===== config.mk =====
export PLATFORM = sky130hd
export DESIGN_NAME = acs_top
export DESIGN_NICKNAME = d
export VERILOG_FILES = /design/src/include/acs_pkg.sv /design/src/rtl/acs_clkdiv.sv /design/src/rtl/acs_top.sv
export VERILOG_INCLUDE_DIRS = /design/src /design/src/include
export SDC_FILE = /design/constraint.sdc
export NUM_CORES = 1
export LEC_CHECK = 0
export ABC_AREA = 1
export ABC_CLOCK_PERIOD_IN_PS = 6890
export CORE_AREA = 3 3 89 108
export DETAILED_ROUTE_END_ITERATION = 10
export DIE_AREA = 0 0 92 111
export DONT_BUFFER_PORTS = 1
export PLACE_DENSITY = 0.58
export SETUP_SLACK_MARGIN = 0.02
export SLEW_MARGIN = 10
export SYNTH_ARGS = -nofsm -noshare
export SYNTH_HDL_FRONTEND = slang
export SYNTH_HIERARCHICAL = 1
export SYNTH_SLANG_ARGS = --single-unit

===== constraint.sdc =====
create_clock -name clk -period 6.89 [get_ports clk]
set_input_delay 0.689 -clock clk [delete_from_list [all_inputs] [get_ports clk]]
set_output_delay 0.689 -clock clk [all_outputs]
set_load 0.01 [all_outputs]

===== src/include/acs_cfg.svh =====
`ifndef ACS_CFG_SVH
`define ACS_CFG_SVH

// Register byte offsets on the AHB-Lite bus.
`define ACS_OFF_CTRL_A 8'h00
`define ACS_OFF_CTRL_B 8'h04
`define ACS_OFF_RESULT 8'h08
`define ACS_OFF_IRQ 8'h0c

// Field positions in converter_control_a.
`define ACS_A_START 7
`define ACS_A_BUSY 6
`define ACS_A_ENABLE 5
`define ACS_A_CHAN_LSB 0
`define ACS_A_CHAN_MSB 3

// Field positions in converter_control_b.
`define ACS_B_DIV_LSB 0
`define ACS_B_DIV_MSB 2
`define ACS_B_REF_LSB 3
`define ACS_B_REF_MSB 4

// Field positions in the interrupt register.
`define ACS_I_IRQ_EN 0
`define ACS_I_IRQ_FLAG 1
`define ACS_I_GLOBAL_EN 2

// Reset values.
`define ACS_RST_CTRL_A 8'h00
`define ACS_RST_CTRL_B 8'h00
`define ACS_RST_RESULT 8'h00

// Timing counts in converter clock periods.
`define ACS_SAMPLE_TICKS 4'h4
`define ACS_CONVERT_TICKS 4'h8
`define ACS_TOTAL_TICKS 4'hc

// Channel and reference decoding.
`define ACS_CHAN_LAST 4'h9
`define ACS_REF_SUPPLY 2'h1

`endif


===== src/include/acs_pkg.sv =====
`default_nettype none

package acs_pkg;

   // Gray coded along idle, sample, convert.
   typedef enum logic [1:0] {
      ACS_IDLE = 2'h0,
      ACS_SAMPLE = 2'h1,
      ACS_CONVERT = 2'h3
   } acs_state_t;

   typedef logic [7:0] acs_code_t;

endpackage : acs_pkg

`default_nettype wire


===== src/rtl/acs_clkdiv.sv =====
`timescale 1ns/1ps
`default_nettype none

module acs_clkdiv #(
   parameter int CNT_W = 7
) (
   // Clock and reset.
   input wire logic clk,
   input wire logic rst_n,
   // Divider control and enable output.
   input wire logic [2:0] div_sel,
   output logic tick
);

   logic [CNT_W-1:0] cnt_reg;

   function automatic logic [CNT_W-1:0] div_mask(input logic [2:0] sel);
      logic [CNT_W:0] one;
      one = {{CNT_W{1'b0}}, 1'b1};
      div_mask = CNT_W'((one << sel) - one);
   endfunction : div_mask

   // Free-running so a slow divider setting never needs a restart.
   always_ff @(posedge clk or negedge rst_n) begin
      if (!rst_n) begin
         cnt_reg <= '0;
      end else begin
         cnt_reg <= cnt_reg + CNT_W'(1);
      end
   end

   assign tick = &(cnt_reg | ~div_mask(div_sel));

endmodule : acs_clkdiv

`default_nettype wire


===== src/rtl/acs_top.sv =====
// Overview of operation
// - A conversion takes 4 converter clocks sampling then 8 converting, 12 in total.
// - Once started, the sequencer runs alone and never stalls the bus.
// - The selected channel is routed to the converter; software sets the pin first.
// - A conversion starts only after the start bit goes high then low.
// - Busy reads one during a conversion and zero after, result then updated.
// - Clearing the enable powers down all converter circuitry; channel and reference selects still follow the registers.
// - The result is an unsigned 8-bit code, all ones at full scale.
// - One step equals the active reference divided by 256.
// - Code transitions sit half a step early, the last one and a half below.
// - Writing 20h to control A enables the converter on channel zero.
// - Divider codes 000 to 111 divide the system clock by 1 to 128.
// - Channel codes 0 to 9 select inputs; 10 to 15 leave the input floating.
// - Completion sets the request flag and pulses the internal interrupt signal.
// - Reference code 01 uses the supply; every other code the external pin.
`timescale 1ns/1ps
`default_nettype none
`include "acs_cfg.svh"

module acs_top (
   // Clock and reset.
   input wire logic clk,
   input wire logic reset_n,
   // AHB-Lite slave.
   input wire logic hsel,
   input wire logic [7:0] haddr,
   input wire logic [1:0] htrans,
   input wire logic hwrite,
   input wire logic [2:0] hsize,
   input wire logic [31:0] hwdata,
   input wire logic hready,
   output logic hreadyout,
   output logic hresp,
   output logic [31:0] hrdata,
   // Analog front end control.
   input wire logic comparator_high,
   output logic converter_power_on,
   output logic [3:0] input_channel_select,
   output logic analog_input_valid,
   output logic reference_use_supply,
   output logic sample_enable,
   output acs_pkg::acs_code_t dac_code,
   // Interrupt controller side.
   output logic conversion_irq_pulse,
   output logic conversion_irq_request
);
   import acs_pkg::*;

   logic rst_sync1_reg;
   logic rst_n;
   logic tick;
   logic wr_pend_reg;
   logic [7:0] addr_reg;
   logic start_reg;
   logic start_prev_reg;
   logic converter_enable_reg;
   logic [3:0] chan_reg;
   logic [2:0] div_reg;
   logic [1:0] ref_reg;
   logic irq_en_reg;
   logic irq_flag_reg;
   logic global_en_reg;
   acs_code_t result_reg;
   acs_code_t trial_reg;
   acs_state_t state_reg;
   logic [2:0] bit_reg;
   logic [3:0] phase_reg;
   logic [2:0] cmp_sync_reg;
   logic cmp_reg;
   logic trigger;
   logic done;
   logic addr_phase;
   acs_code_t decided;

   // Reset is asserted at once but released through two flops.
   always_ff @(posedge clk or negedge reset_n) begin
      if (!reset_n) begin
         rst_sync1_reg <= 1'b0;
         rst_n <= 1'b0;
      end else begin
         rst_sync1_reg <= 1'b1;
         rst_n <= rst_sync1_reg;
      end
   end

   acs_clkdiv #(.CNT_W(7)) u_div (
      .clk(clk),
      .rst_n(rst_n),
      .div_sel(div_reg),
      .tick(tick)
   );

   // Zero-wait slave, so the processor is never held by a conversion.
   assign hreadyout = 1'b1;
   assign hresp = 1'b0;
   assign addr_phase = hsel && htrans[1] && hready;

   function automatic logic [7:0] reg_read(input logic [7:0] a);
      case (a)
         `ACS_OFF_CTRL_A: reg_read = {start_reg, state_reg != ACS_IDLE, converter_enable_reg, 1'b0, chan_reg};
         `ACS_OFF_CTRL_B: reg_read = {3'h0, ref_reg, div_reg};
         `ACS_OFF_RESULT: reg_read = result_reg;
         `ACS_OFF_IRQ: reg_read = {5'h0, global_en_reg, irq_flag_reg, irq_en_reg};
         default: reg_read = 8'h00;
      endcase
   endfunction : reg_read

   // Read data is captured at the address phase; single transfers only.
   always_ff @(posedge clk or negedge rst_n) begin
      if (!rst_n) begin
         wr_pend_reg <= 1'b0;
         addr_reg <= 8'h00;
         hrdata <= 32'h0;
      end else begin
         wr_pend_reg <= addr_phase && hwrite;
         if (addr_phase) begin
            addr_reg <= haddr;
            hrdata <= {24'h0, reg_read(haddr)};
         end
      end
   end

   // Control A writes.
   always_ff @(posedge clk or negedge rst_n) begin
      if (!rst_n) begin
         start_reg <= 1'(`ACS_RST_CTRL_A >> `ACS_A_START);
         converter_enable_reg <= 1'b0;
         chan_reg <= 4'h0;
      end else if (wr_pend_reg && addr_reg == `ACS_OFF_CTRL_A) begin
         start_reg <= hwdata[`ACS_A_START];
         converter_enable_reg <= hwdata[`ACS_A_ENABLE];
         chan_reg <= hwdata[`ACS_A_CHAN_MSB:`ACS_A_CHAN_LSB];
      end
   end

   // Control B writes.
   always_ff @(posedge clk or negedge rst_n) begin
      if (!rst_n) begin
         div_reg <= 3'h0;
         ref_reg <= 2'h0;
      end else if (wr_pend_reg && addr_reg == `ACS_OFF_CTRL_B) begin
         div_reg <= hwdata[`ACS_B_DIV_MSB:`ACS_B_DIV_LSB];
         ref_reg <= hwdata[`ACS_B_REF_MSB:`ACS_B_REF_LSB];
      end
   end

   // Interrupt enables and request flag; completion wins over a clear.
   always_ff @(posedge clk or negedge rst_n) begin
      if (!rst_n) begin
         irq_en_reg <= 1'b0;
         global_en_reg <= 1'b0;
         irq_flag_reg <= 1'b0;
      end else begin
         if (wr_pend_reg && addr_reg == `ACS_OFF_IRQ) begin
            irq_en_reg <= hwdata[`ACS_I_IRQ_EN];
            global_en_reg <= hwdata[`ACS_I_GLOBAL_EN];
         end
         if (done) begin
            irq_flag_reg <= 1'b1;
         end else if (wr_pend_reg && addr_reg == `ACS_OFF_IRQ) begin
            irq_flag_reg <= hwdata[`ACS_I_IRQ_FLAG];
         end
      end
   end

   // The start bit only counts once it has been released again.
   always_ff @(posedge clk or negedge rst_n) begin
      if (!rst_n) begin
         start_prev_reg <= 1'b0;
      end else begin
         start_prev_reg <= start_reg;
      end
   end
   assign trigger = start_prev_reg && !start_reg && converter_enable_reg;

   // Comparator pin: three flops, a change counts when the last two agree.
   // Divider settings under eight system clocks per tick outrun this latency.
   always_ff @(posedge clk or negedge rst_n) begin
      if (!rst_n) begin
         cmp_sync_reg <= 3'h0;
         cmp_reg <= 1'b0;
      end else begin
         cmp_sync_reg <= {cmp_sync_reg[1:0], comparator_high};
         if (cmp_sync_reg[1] == cmp_sync_reg[2]) begin
            cmp_reg <= cmp_sync_reg[2];
         end
      end
   end

   // Binary search: keep the trial bit if the input is at or above it.
   always_comb begin
      decided = trial_reg;
      if (!cmp_reg) begin
         decided[bit_reg] = 1'b0;
      end
   end

   assign done = state_reg == ACS_CONVERT && tick && bit_reg == 3'h0 && converter_enable_reg;

   // Sequencer; sampling starts on the trigger and disabling returns to idle at once, other moves wait for converter clock ticks.
   always_ff @(posedge clk or negedge rst_n) begin
      if (!rst_n) begin
         state_reg <= ACS_IDLE;
         phase_reg <= 4'h0;
         bit_reg <= 3'h7;
         trial_reg <= 8'h00;
      end else if (!converter_enable_reg) begin
         state_reg <= ACS_IDLE;
         phase_reg <= 4'h0;
         trial_reg <= 8'h00;
      end else begin
         case (state_reg)
            ACS_IDLE: begin
               if (trigger) begin
                  state_reg <= ACS_SAMPLE;
                  phase_reg <= 4'h0;
               end
            end
            ACS_SAMPLE: begin
               if (tick) begin
                  if (phase_reg == `ACS_SAMPLE_TICKS - 4'h1) begin
                     state_reg <= ACS_CONVERT;
                     bit_reg <= 3'h7;
                     trial_reg <= 8'h80;
                     phase_reg <= 4'h0;
                  end else begin
                     phase_reg <= phase_reg + 4'h1;
                  end
               end
            end
            ACS_CONVERT: begin
               if (tick) begin
                  phase_reg <= phase_reg + 4'h1;
                  if (bit_reg == 3'h0) begin
                     state_reg <= ACS_IDLE;
                     trial_reg <= 8'h00;
                  end else begin
                     trial_reg <= decided | (8'h01 << (bit_reg - 3'h1));
                     bit_reg <= bit_reg - 3'h1;
                  end
               end
            end
            default: begin
               state_reg <= ACS_IDLE;
            end
         endcase
      end
   end

   // Result changes only at completion; disabling leaves it intact.
   always_ff @(posedge clk or negedge rst_n) begin
      if (!rst_n) begin
         result_reg <= `ACS_RST_RESULT;
      end else if (done) begin
         result_reg <= decided;
      end
   end

   // Internal interrupt pulse, one cycle per completion.
   always_ff @(posedge clk or negedge rst_n) begin
      if (!rst_n) begin
         conversion_irq_pulse <= 1'b0;
      end else begin
         conversion_irq_pulse <= done;
      end
   end

   // Front end drive; power, input valid, sampling and DAC code go quiet while disabled, channel and reference still follow the registers.
   always_ff @(posedge clk or negedge rst_n) begin
      if (!rst_n) begin
         converter_power_on <= 1'b0;
         input_channel_select <= 4'h0;
         analog_input_valid <= 1'b0;
         reference_use_supply <= 1'b0;
         sample_enable <= 1'b0;
         dac_code <= 8'h00;
         conversion_irq_request <= 1'b0;
      end else begin
         converter_power_on <= converter_enable_reg;
         input_channel_select <= chan_reg;
         analog_input_valid <= converter_enable_reg && chan_reg <= `ACS_CHAN_LAST;
         reference_use_supply <= ref_reg == `ACS_REF_SUPPLY;
         sample_enable <= converter_enable_reg && state_reg == ACS_SAMPLE;
         dac_code <= trial_reg;
         conversion_irq_request <= irq_flag_reg && irq_en_reg && global_en_reg;
      end
   end

   // Checking logic: counts converter ticks from trigger to completion.
   logic [3:0] chk_ticks_reg;
   always_ff @(posedge clk or negedge rst_n) begin
      if (!rst_n) begin
         chk_ticks_reg <= 4'h0;
      end else if (trigger && state_reg == ACS_IDLE) begin
         chk_ticks_reg <= 4'h0;
      end else if (state_reg != ACS_IDLE && tick && chk_ticks_reg != 4'hf) begin
         chk_ticks_reg <= chk_ticks_reg + 4'h1;
      end
   end

   a_total_ticks: assert property (@(posedge clk) disable iff (!rst_n)
      done |-> chk_ticks_reg == `ACS_TOTAL_TICKS - 4'h1)
      else $error("conversion did not take twelve converter clocks");

   a_sample_length: assert property (@(posedge clk) disable iff (!rst_n)
      $rose(state_reg == ACS_CONVERT) |-> chk_ticks_reg == `ACS_SAMPLE_TICKS)
      else $error("sampling phase length wrong");

   a_start_busy: assert property (@(posedge clk) disable iff (!rst_n)
      trigger && state_reg == ACS_IDLE |=> state_reg == ACS_SAMPLE)
      else $error("start pulse did not begin a conversion");

   a_busy_cause: assert property (@(posedge clk) disable iff (!rst_n)
      $rose(state_reg != ACS_IDLE) |-> $past(start_prev_reg) && !$past(start_reg))
      else $error("conversion began without a completed start pulse");

   a_done_flags: assert property (@(posedge clk) disable iff (!rst_n)
      done |=> state_reg == ACS_IDLE && irq_flag_reg && result_reg == $past(decided))
      else $error("completion did not clear busy and set flag and result");

   a_result_hold: assert property (@(posedge clk) disable iff (!rst_n)
      !done |=> $stable(result_reg))
      else $error("result changed without a completion");

   a_disable_off: assert property (@(posedge clk) disable iff (!rst_n)
      !converter_enable_reg |=> state_reg == ACS_IDLE && !converter_power_on && !sample_enable)
      else $error("disabled converter still active");

   a_tick_steps: assert property (@(posedge clk) disable iff (!rst_n)
      state_reg == ACS_CONVERT && !tick && converter_enable_reg |=> $stable(bit_reg) && $stable(trial_reg))
      else $error("conversion advanced without a converter tick");

   a_irq_pulse: assert property (@(posedge clk) disable iff (!rst_n)
      done |=> conversion_irq_pulse ##1 !conversion_irq_pulse)
      else $error("interrupt pulse not one cycle after completion");

   a_mux_decode: assert property (@(posedge clk) disable iff (!rst_n)
      converter_enable_reg && $stable(chan_reg) && chan_reg > `ACS_CHAN_LAST |=> !analog_input_valid)
      else $error("nonexistent channel routed to converter");

   a_no_stall: assert property (@(posedge clk) disable iff (!rst_n)
      state_reg != ACS_IDLE && wr_pend_reg && addr_reg == `ACS_OFF_CTRL_A
      |=> hreadyout && !hresp && start_reg == $past(hwdata[`ACS_A_START]))
      else $error("bus stalled during conversion");

   c_conversion: cover property (@(posedge clk) disable iff (!rst_n) done);
   c_full_scale: cover property (@(posedge clk) disable iff (!rst_n) done && decided == 8'hff);
   c_abort: cover property (@(posedge clk) disable iff (!rst_n)
      state_reg != ACS_IDLE && !converter_enable_reg);
   c_irq_out: cover property (@(posedge clk) disable iff (!rst_n) $rose(conversion_irq_request));

endmodule : acs_top

`default_nettype wire

==> impl_summary.md, run 1 <==
Placement
Buffers placed on the I/O ports in this run total 0. The worst setup timing slack at the placement stage is 4760 ps. The final weighted congestion in routability-driven placement is 0.811. The half-perimeter wire length of the detailed placement result is between 5 and 6 mm.

Clock network
The clock tree synthesis step divided the H-tree into 3 levels. For this design, the sink count on the clock tree is 88. TritonCTS built the clock tree. The number of gates resized after CTS is 0. In this run, post-CTS hold repair placed 0 buffers. The CTS clock-pin slew for the worst setup and hold paths is around 80 ps. The number of setup buffers added after CTS is 0. The clock root buffer is sky130_fd_sc_hd__clkbuf_8.

The deepest clock path buffer count is 2. The clock reaches the later pin of the worst-skew pair after 360 ps. The number of clock buffers inserted by TritonCTS is 9.

Drt
The routed length per instance is 13.4 µm. The count of vias placed by the detailed router is approximately 2.8k. The number of detailed-routing iterations run before antenna repair is 4.

In this run, the number of DRC markers left after iteration 0 of detailed routing was 138. In the routed design, unresolved DRC markers number 0. The remaining antenna violation count is 0. The final layout contains routed wiring with a total length of 7.79 mm.

After detailed routing, the number of vias per cell comes to around 4.8.

Synthesis
The count of warnings emitted by yosys is 6. Ranked by total cell area, the synthesized netlist is headed by sky130_fd_sc_hd__dfrtp_1 53%, sky130_fd_sc_hd__nand2_1 13%, sky130_fd_sc_hd__o21ai_0 6.9%, sky130_fd_sc_hd__buf_4 5.3%, sky130_fd_sc_hd__inv_1 4.2%. The mapped netlist covers 3980 µm². The number of synthesized register bits is 88. The synthesized design spends more area on one cell type than any other, namely sky130_fd_sc_hd__dfrtp_1.

Counting every instance in the synthesized netlist gives 457. The number of different library cells in the post-synthesis netlist is 32. The synthesized netlist devotes 22.5% of its cell area to simple gates. The fraction of synthesized cell area in xor and xnor cells is 0.880%.

The portion of synthesized area spent on multiplexers is 0%. The fraction of synthesized cell area taken by the top area cell type is 53.4%. The average size of a mapped cell is 8.71 µm². By area, the combinational part of the netlist is dominated by simple AND/OR/NAND/NOR gates. The synthesized netlist devotes 8.33% of its cell area to compound gates. The register area share after synthesis is 55.4%.

The fraction of the mapped netlist area in adder cells is 2.45%.

Global route
The aggregate global-route resource usage is 16.3%. The maximum number of pins on one net before global-route repair is 87. The initial antenna violation count is 0. The first global-routing pass estimated 13.2 mm of wire. Global routing finished with a remaining overflow of 0. The via count of the first global-routing pass is between 2k and 3k.

Setup path
The count of cell instances traversed by the critical path is 11. In this run the worst setup path begins at div_reg[1]. Along the worst path, the maximum fanout reaches 7. In this run the critical register-to-register path is launched from div_reg[1]. The largest stage delay on the critical path is roughly 450 ps. The worst flop-to-flop path endpoint is phase_reg[2]. The cell family contributing the most delay on the critical path is simple AND/OR/NAND/NOR gates. The kind of end point of the critical path is a flop.

STA classifies the critical path startpoint as a flop. STA puts the critical path data arrival time at just over 2000 ps. The signal on the critical path passes through o21ai_0 -> nand2_1 -> nand2_1 -> nand2_1 -> nor2_2 -> or2_1 -> nand2_1 -> a21oi_2 -> nand2_1 -> nand2_1 -> nand2_1. The worst setup path is of the flop to flop kind. The critical path contains buffers and inverters numbering 0 combined. The number of cells on the worst reg-to-reg path is 11. The end point of the critical path is phase_reg[2]. The required time of the critical path is approximately 7000 ps. For flop-to-flop paths, the worst setup slack is 5090 ps. The highest-delay cell along the critical path is sky130_fd_sc_hd__dfrtp_1.

The most used cell along the critical path is sky130_fd_sc_hd__nand2_1.

Power
The clock network is responsible for 30.6% of the overall power. The cell-internal power is between 0.0008 and 0.0009 W. Power spread over the standard cell area amounts to 282 nW/µm². For this design the total switching power over the nets is 0.000362 W. The combinational cell fraction of total power is 14.5%.

The leakage power is 2.20 nW. IR analysis of the VDD net gives a maximum drop of 0.142 mV. Sequential cells account for 55.0% of the total power. Net switching is a little over 30% of the power.

Timing
Measured against its own limit, the worst slew margin works out to between 20% and 30%. The number of hold violations in the final report is 0. The setup total negative slack is 0 ps. The share of the clock period used by the worst path after layout is 26.2%. The worst path meets setup with 5090 ps of slack.

Setup repair after global routing left no endpoint under its margin. The maximum frequency from static timing analysis is 555 MHz. The clock period could shrink to 1800 ps. The transition time at the pin with the least slew margin is 1080 ps. Setup violations remaining at the end of the flow were counted as 0.

The clock tree skew after final layout is 6.23 ps. The max-slew violation count is 0.

Layout
Leaving out fill and tap cells, the most frequent cells in the layout are 139 x sky130_fd_sc_hd__nand2_1, 84 x sky130_fd_sc_hd__dfrtp_1, 55 x sky130_fd_sc_hd__o21ai_0. Leaving out fill and tap cells, the most frequent cell in the layout is sky130_fd_sc_hd__nand2_1. The ratio of cells with drive above 1 in the final layout is 6.47%. The number of antenna diodes in the final layout is 0. In the final design database the tool counted between 500 and 600 nets. The growth of design area from synthesis to finish is 5.22%.

Floorplan
The site row count is 37. From bottom edge to top edge, the die measures between 100 and 150 µm. The initial utilization of the core area, before any placement, comes to between 40% and 50%. The floorplan step defined a die boundary enclosing 10,200 µm². The placeable core region is 8610 µm². The die boundary width is a little over 90 µm.

103 I/O pins were placed.

Status
The run finished with clean final reports.

Hold path
The worst min-delay path class is input pin to async pin.

Flow run
The max-capacitance violation count is 0.
-- cells in the mapped netlist, drive strengths merged --
library cell / n
or2: 1
clkbuf: 4
o21ai: 59
xor2: 3
conb: 2
nand2: 141
a21oi: 2
and3: 1
nor2: 28
nand4: 5
ha: 7
dfstp: 3
dfrtp: 85
nand3: 32
a22oi: 2
maj3: 1
xnor2: 1
nand3b: 1
buf: 30
nor3: 2
inv: 46
o21a: 1
-- stage by stage --
step	util (%)	power [W]	cell area, µm²	instances	hold WS, ps
after floorplan	-	0.000799	4070	482	331
after global placement	46.3	0.000826	3990	565	335
after detailed placement	46.3	0.000832	3990	565	337
after CTS	48.6	0.00120	4190	581	2.25
after global routing	48.6	0.00125	4190	581	2.93
final	48.6	0.00118	4190	581	20.1
-- cell type report --
type,instances,area [µm²]
fill,849,4420
sequential,88,2210
multi-input combinational,314,1460
inverter,46,173
clock buffer,13,159
tap,117,146
clock inverter,3,40.0
-- worst min-delay path by stage --
stage / from / to / cells past startpoint
2_1_floorplan: cmp_sync_reg[0] / cmp_sync_reg[1] / 0
3_3_place_gp: cmp_sync_reg[0] / cmp_sync_reg[1] / 0
3_5_place_dp: cmp_sync_reg[0] / cmp_sync_reg[1] / 0
4_1_cts: reset_n / rst_n / 0
5_1_grt: reset_n / rst_n / 0
6_report: reset_n / rst_sync1_reg / 0
-- metal layers --
| metal | vias up | track usage, % | routed length, µm |
|---|---|---|---|
| li1 | 1395 | - | - |
| met1 | 1337 | 20.4 | 3370 |
| met2 | 57 | 27.1 | 3970 |
| met3 | 11 | 3.60 | 301 |
| met4 | 0 | 6.84 | 147 |
| met5 | - | 0 | 0 |
-- power by group through the flow --
stage / clock network [W] / logic, W / registers [W]
2_1_floorplan: 0 / 0.000163 / 0.000637
3_3_place_gp: 0 / 0.000165 / 0.000660
3_5_place_dp: 0 / 0.000171 / 0.000661
4_1_cts: 0.000375 / 0.000172 / 0.000651
5_1_grt: 0.000393 / 0.000199 / 0.000660
6_report: 0.000361 / 0.000170 / 0.000648
-- kinds of logic after synthesis --
kind of cell / after synthesis
simple gates: 211
flops: 88
buf+inv: 80
compound gates: 64
fa+ha+maj: 8
xor+xnor: 4
other cells: 2
Note: power is estimated with default switching activity, not from simulation.
==> run 2, diff against run 1 <==
--- a/config.mk
+++ b/config.mk
@@ -7,7 +7,7 @@
 export NUM_CORES = 1
 export LEC_CHECK = 0
 export ABC_AREA = 1
-export ABC_CLOCK_PERIOD_IN_PS = 6890
+export ABC_CLOCK_PERIOD_IN_PS = 1900
 export CORE_AREA = 3 3 89 108
 export DETAILED_ROUTE_END_ITERATION = 10
 export DIE_AREA = 0 0 92 111
==> constraint.sdc (replaced) <==
create_clock -name clk -period 1.9 [get_ports clk]
set_input_delay 0.19 -clock clk [delete_from_list [all_inputs] [get_ports clk]]
set_output_delay 0.19 -clock clk [all_outputs]
set_load 0.01 [all_outputs]
==> run 2 against run 1 <==
Effect of this change: critical path depth shrank 1; utilization increased by 3.2 points; total power grew to 3.9 times the previous value; wire length grew 5.4%; critical endpoint is now result_reg[1].
==> impl_summary.md, run 2 (synthesis results as in run 1) <==
Global route
The met2 layer usage reported by global route is 27.5%. The met1 track utilization from global routing is a little over a fifth. The initial antenna violation count came to 0.

The aggregate global-route resource usage is 16.6%. The maximum number of pins on one net before global-route repair is 51. After global routing the overflow that remains totals 0. The first-pass GRT wire length is about 13 mm. The met3 layer usage reported by global route is 4.01%. The most crowded layer after global routing is met2. The via count of the first global-routing pass is 2,809.

Timing
Headroom to the max-slew limit came out at 62.3%. Setup violations remaining at the end of the flow were counted as 0. The time the worst path needs with I/O delays and setup is ~1700 ps. Setup repair after global routing left no endpoint under its margin. The transition time at the pin with the least slew margin is 563 ps.

The clock arrives with 6.74 ps of skew. The share of the clock period used by the worst path after layout is 90.1%. In the final timing run, aggregate negative setup slack is 0 ps. The maximum frequency from static timing analysis is approximately 580 MHz. The number of hold violations in the final report is 0. The max-slew violation count was 0.

Clock network
Clock-pin slew was measured on the worst setup and hold paths at 80 ps. The deepest level of the CTS H-tree is 3. The deepest clock path buffer count is 2. The worst-skew pair later-pin latency is roughly 360 ps.

TritonCTS built the clock tree. The clock root buffer is sky130_fd_sc_hd__clkbuf_8. The number of clock buffers inserted by TritonCTS is 9.

The number of clock sinks seen by CTS is 88.

Power
The switching component of the power is about 0.0013 W. The power density normalized to cell area is approximately 1000 nW/µm². Combinational logic burns about 16% of the power.

The leakage power is 2.32 nW. Power comes to 0.00457 W. The share of total power in the clock network is 33.4%. The maximum ir drop on the vdd rail is 0.442 mV. The internal power of the cells totals 0.00324 W.

Of the total power, the share spent switching nets is 29.1%. Of the total power, registers draw approximately 51%.

Placement
Port buffering added 0 buffers. The wire-length estimate of the detail-placed layout is 5.80 mm. The congestion estimate from routability-driven global placement came to around 0.8.

Setup path
The setup path with the least slack is of type flop to flop. The required time of the critical path is 2140 ps. The worst setup path is captured at a flop. In this run the worst path has a maximum fanout of 13. The kind of start point of the critical path is a flop. STA puts the critical path data arrival time at 1950 ps.

Layout
The most common cell after layout, fill and taps aside is sky130_fd_sc_hd__nand2_1. The number of antenna repair diodes is 0. The post-route netlist has 8.25% of its cells at a drive strength greater than 1. Compared with the post-synthesis result, the final layout area differs by 12.1%. After filler insertion, the fill cell instance count of the layout stands at 840.

In the layout the commonest cells are 139 x sky130_fd_sc_hd__nand2_1, 83 x sky130_fd_sc_hd__dfrtp_1, 52 x sky130_fd_sc_hd__o21ai_0. The final layout contains 539 nets.

Floorplan
The die boundary width is 92 µm. Once the floorplan was initialized, standard cells occupied 46.2% of the core. In this run the count of I/O pins placed on the die edge is 103.

The die covers 10,200 µm². The die height is 111 µm. The site row count is 37. The floorplan step defined a core boundary enclosing 8610 µm².

Status
The run finished with clean final reports.

Drt
The routed length per instance is ~14 µm. The first detailed-routing pass took 4 iterations. The first routing iteration left 145 violations. The count of vias placed by the detailed router is 2,859. The aggregate routed wire length is 8.20 mm. Once detail routing completed, the nets flagged for antenna violations numbered 0. Using the TritonRoute via totals, the vias-per-cell ratio works out to between 4 and 5. For this run, design rule violations remaining after detail routing come to 0.

Hold path
The tightest min-delay check is of the input pin to flop type.

Flow run
Max-cap violations in this run came to 0.
-- run 2: through the flow --
step,setup WS [ps],util [%],instances,instance area [µm²],hold WS [ps]
2_1_floorplan,356,-,482,4080,-106
3_3_place_gp,145,46.8,569,4030,-106
3_5_place_dp,70.8,46.8,569,4030,-106
4_1_cts,63.2,51.2,598,4410,5.14
5_1_grt,23.0,51.8,602,4460,8.97
6_report,189,51.8,602,4460,16.9
-- run 2: cell type report --
cell class / instances / area [µm²] / area share [%]
sequential: 88 / 2210 / 49.6
multi-input combinational: 314 / 1480 / 33.2
clock buffer: 12 / 145 / 3.25
inverter: 46 / 173 / 3.87
tap: 117 / 146 / 3.28
timing repair buffer: 22 / 213 / 4.77
clock inverter: 3 / 90.1 / 2.02
-- run 2: worst max-delay path, stage by stage (launching register included) --
cell and delay, ps:
sky130_fd_sc_hd__dfrtp_2 450, sky130_fd_sc_hd__o21ai_0 160, sky130_fd_sc_hd__nand2_1 70, sky130_fd_sc_hd__nand2_1 60
sky130_fd_sc_hd__nand2_1 90, sky130_fd_sc_hd__nor2_4 140, sky130_fd_sc_hd__buf_4 130, sky130_fd_sc_hd__nand4_2 150
sky130_fd_sc_hd__buf_4 210, sky130_fd_sc_hd__nand2_1 60, sky130_fd_sc_hd__o21ai_0 70
-- run 2: worst paths after layout --
check | start | endpoint | slack (ps) | depth (start not counted)
max | div_reg[1] | result_reg[1] | 190 | 10
max reg2reg | div_reg[1] | result_reg[1] | 190 | 10
min | hwdata[3] | chan_reg[3] | 20 | 2
max in group asynchronous | rst_n | bit_reg[1] | 1110 | 1
min reg2reg | rst_n | input_channel_select[2] | 190 | 0
min in group asynchronous | reset_n | rst_n | 80 | 1
-- run 2: power groups by stage --
stage / Combinational, W / Sequential, W / Clock (W)
floorplan: 0.000591 / 0.00231 / 0
global placement: 0.000636 / 0.00236 / 0
detailed placement: 0.000657 / 0.00237 / 0
CTS: 0.000683 / 0.00234 / 0.00159
global route: 0.000840 / 0.00237 / 0.00166
finish: 0.000715 / 0.00233 / 0.00153
-- run 2: per-layer routing --
metal  vias to the layer above  share of wire (%)  routed length [µm]
li1                       1448                  -                   -
met1                      1346                 43                3530
met4                         0                1.6                 129
met2                        55                 51                4220
met3                        10                4.0                 330
met5                         -                  0                   0
-- run 2: timing repair --
item / CTS / global route
hold endpoints to repair: 15 / 0
hold buffers: 14 / 0
setup buffers: 0 / 4
setup endpoints to repair: 0 / 16
gates resized for setup: 0 / 9
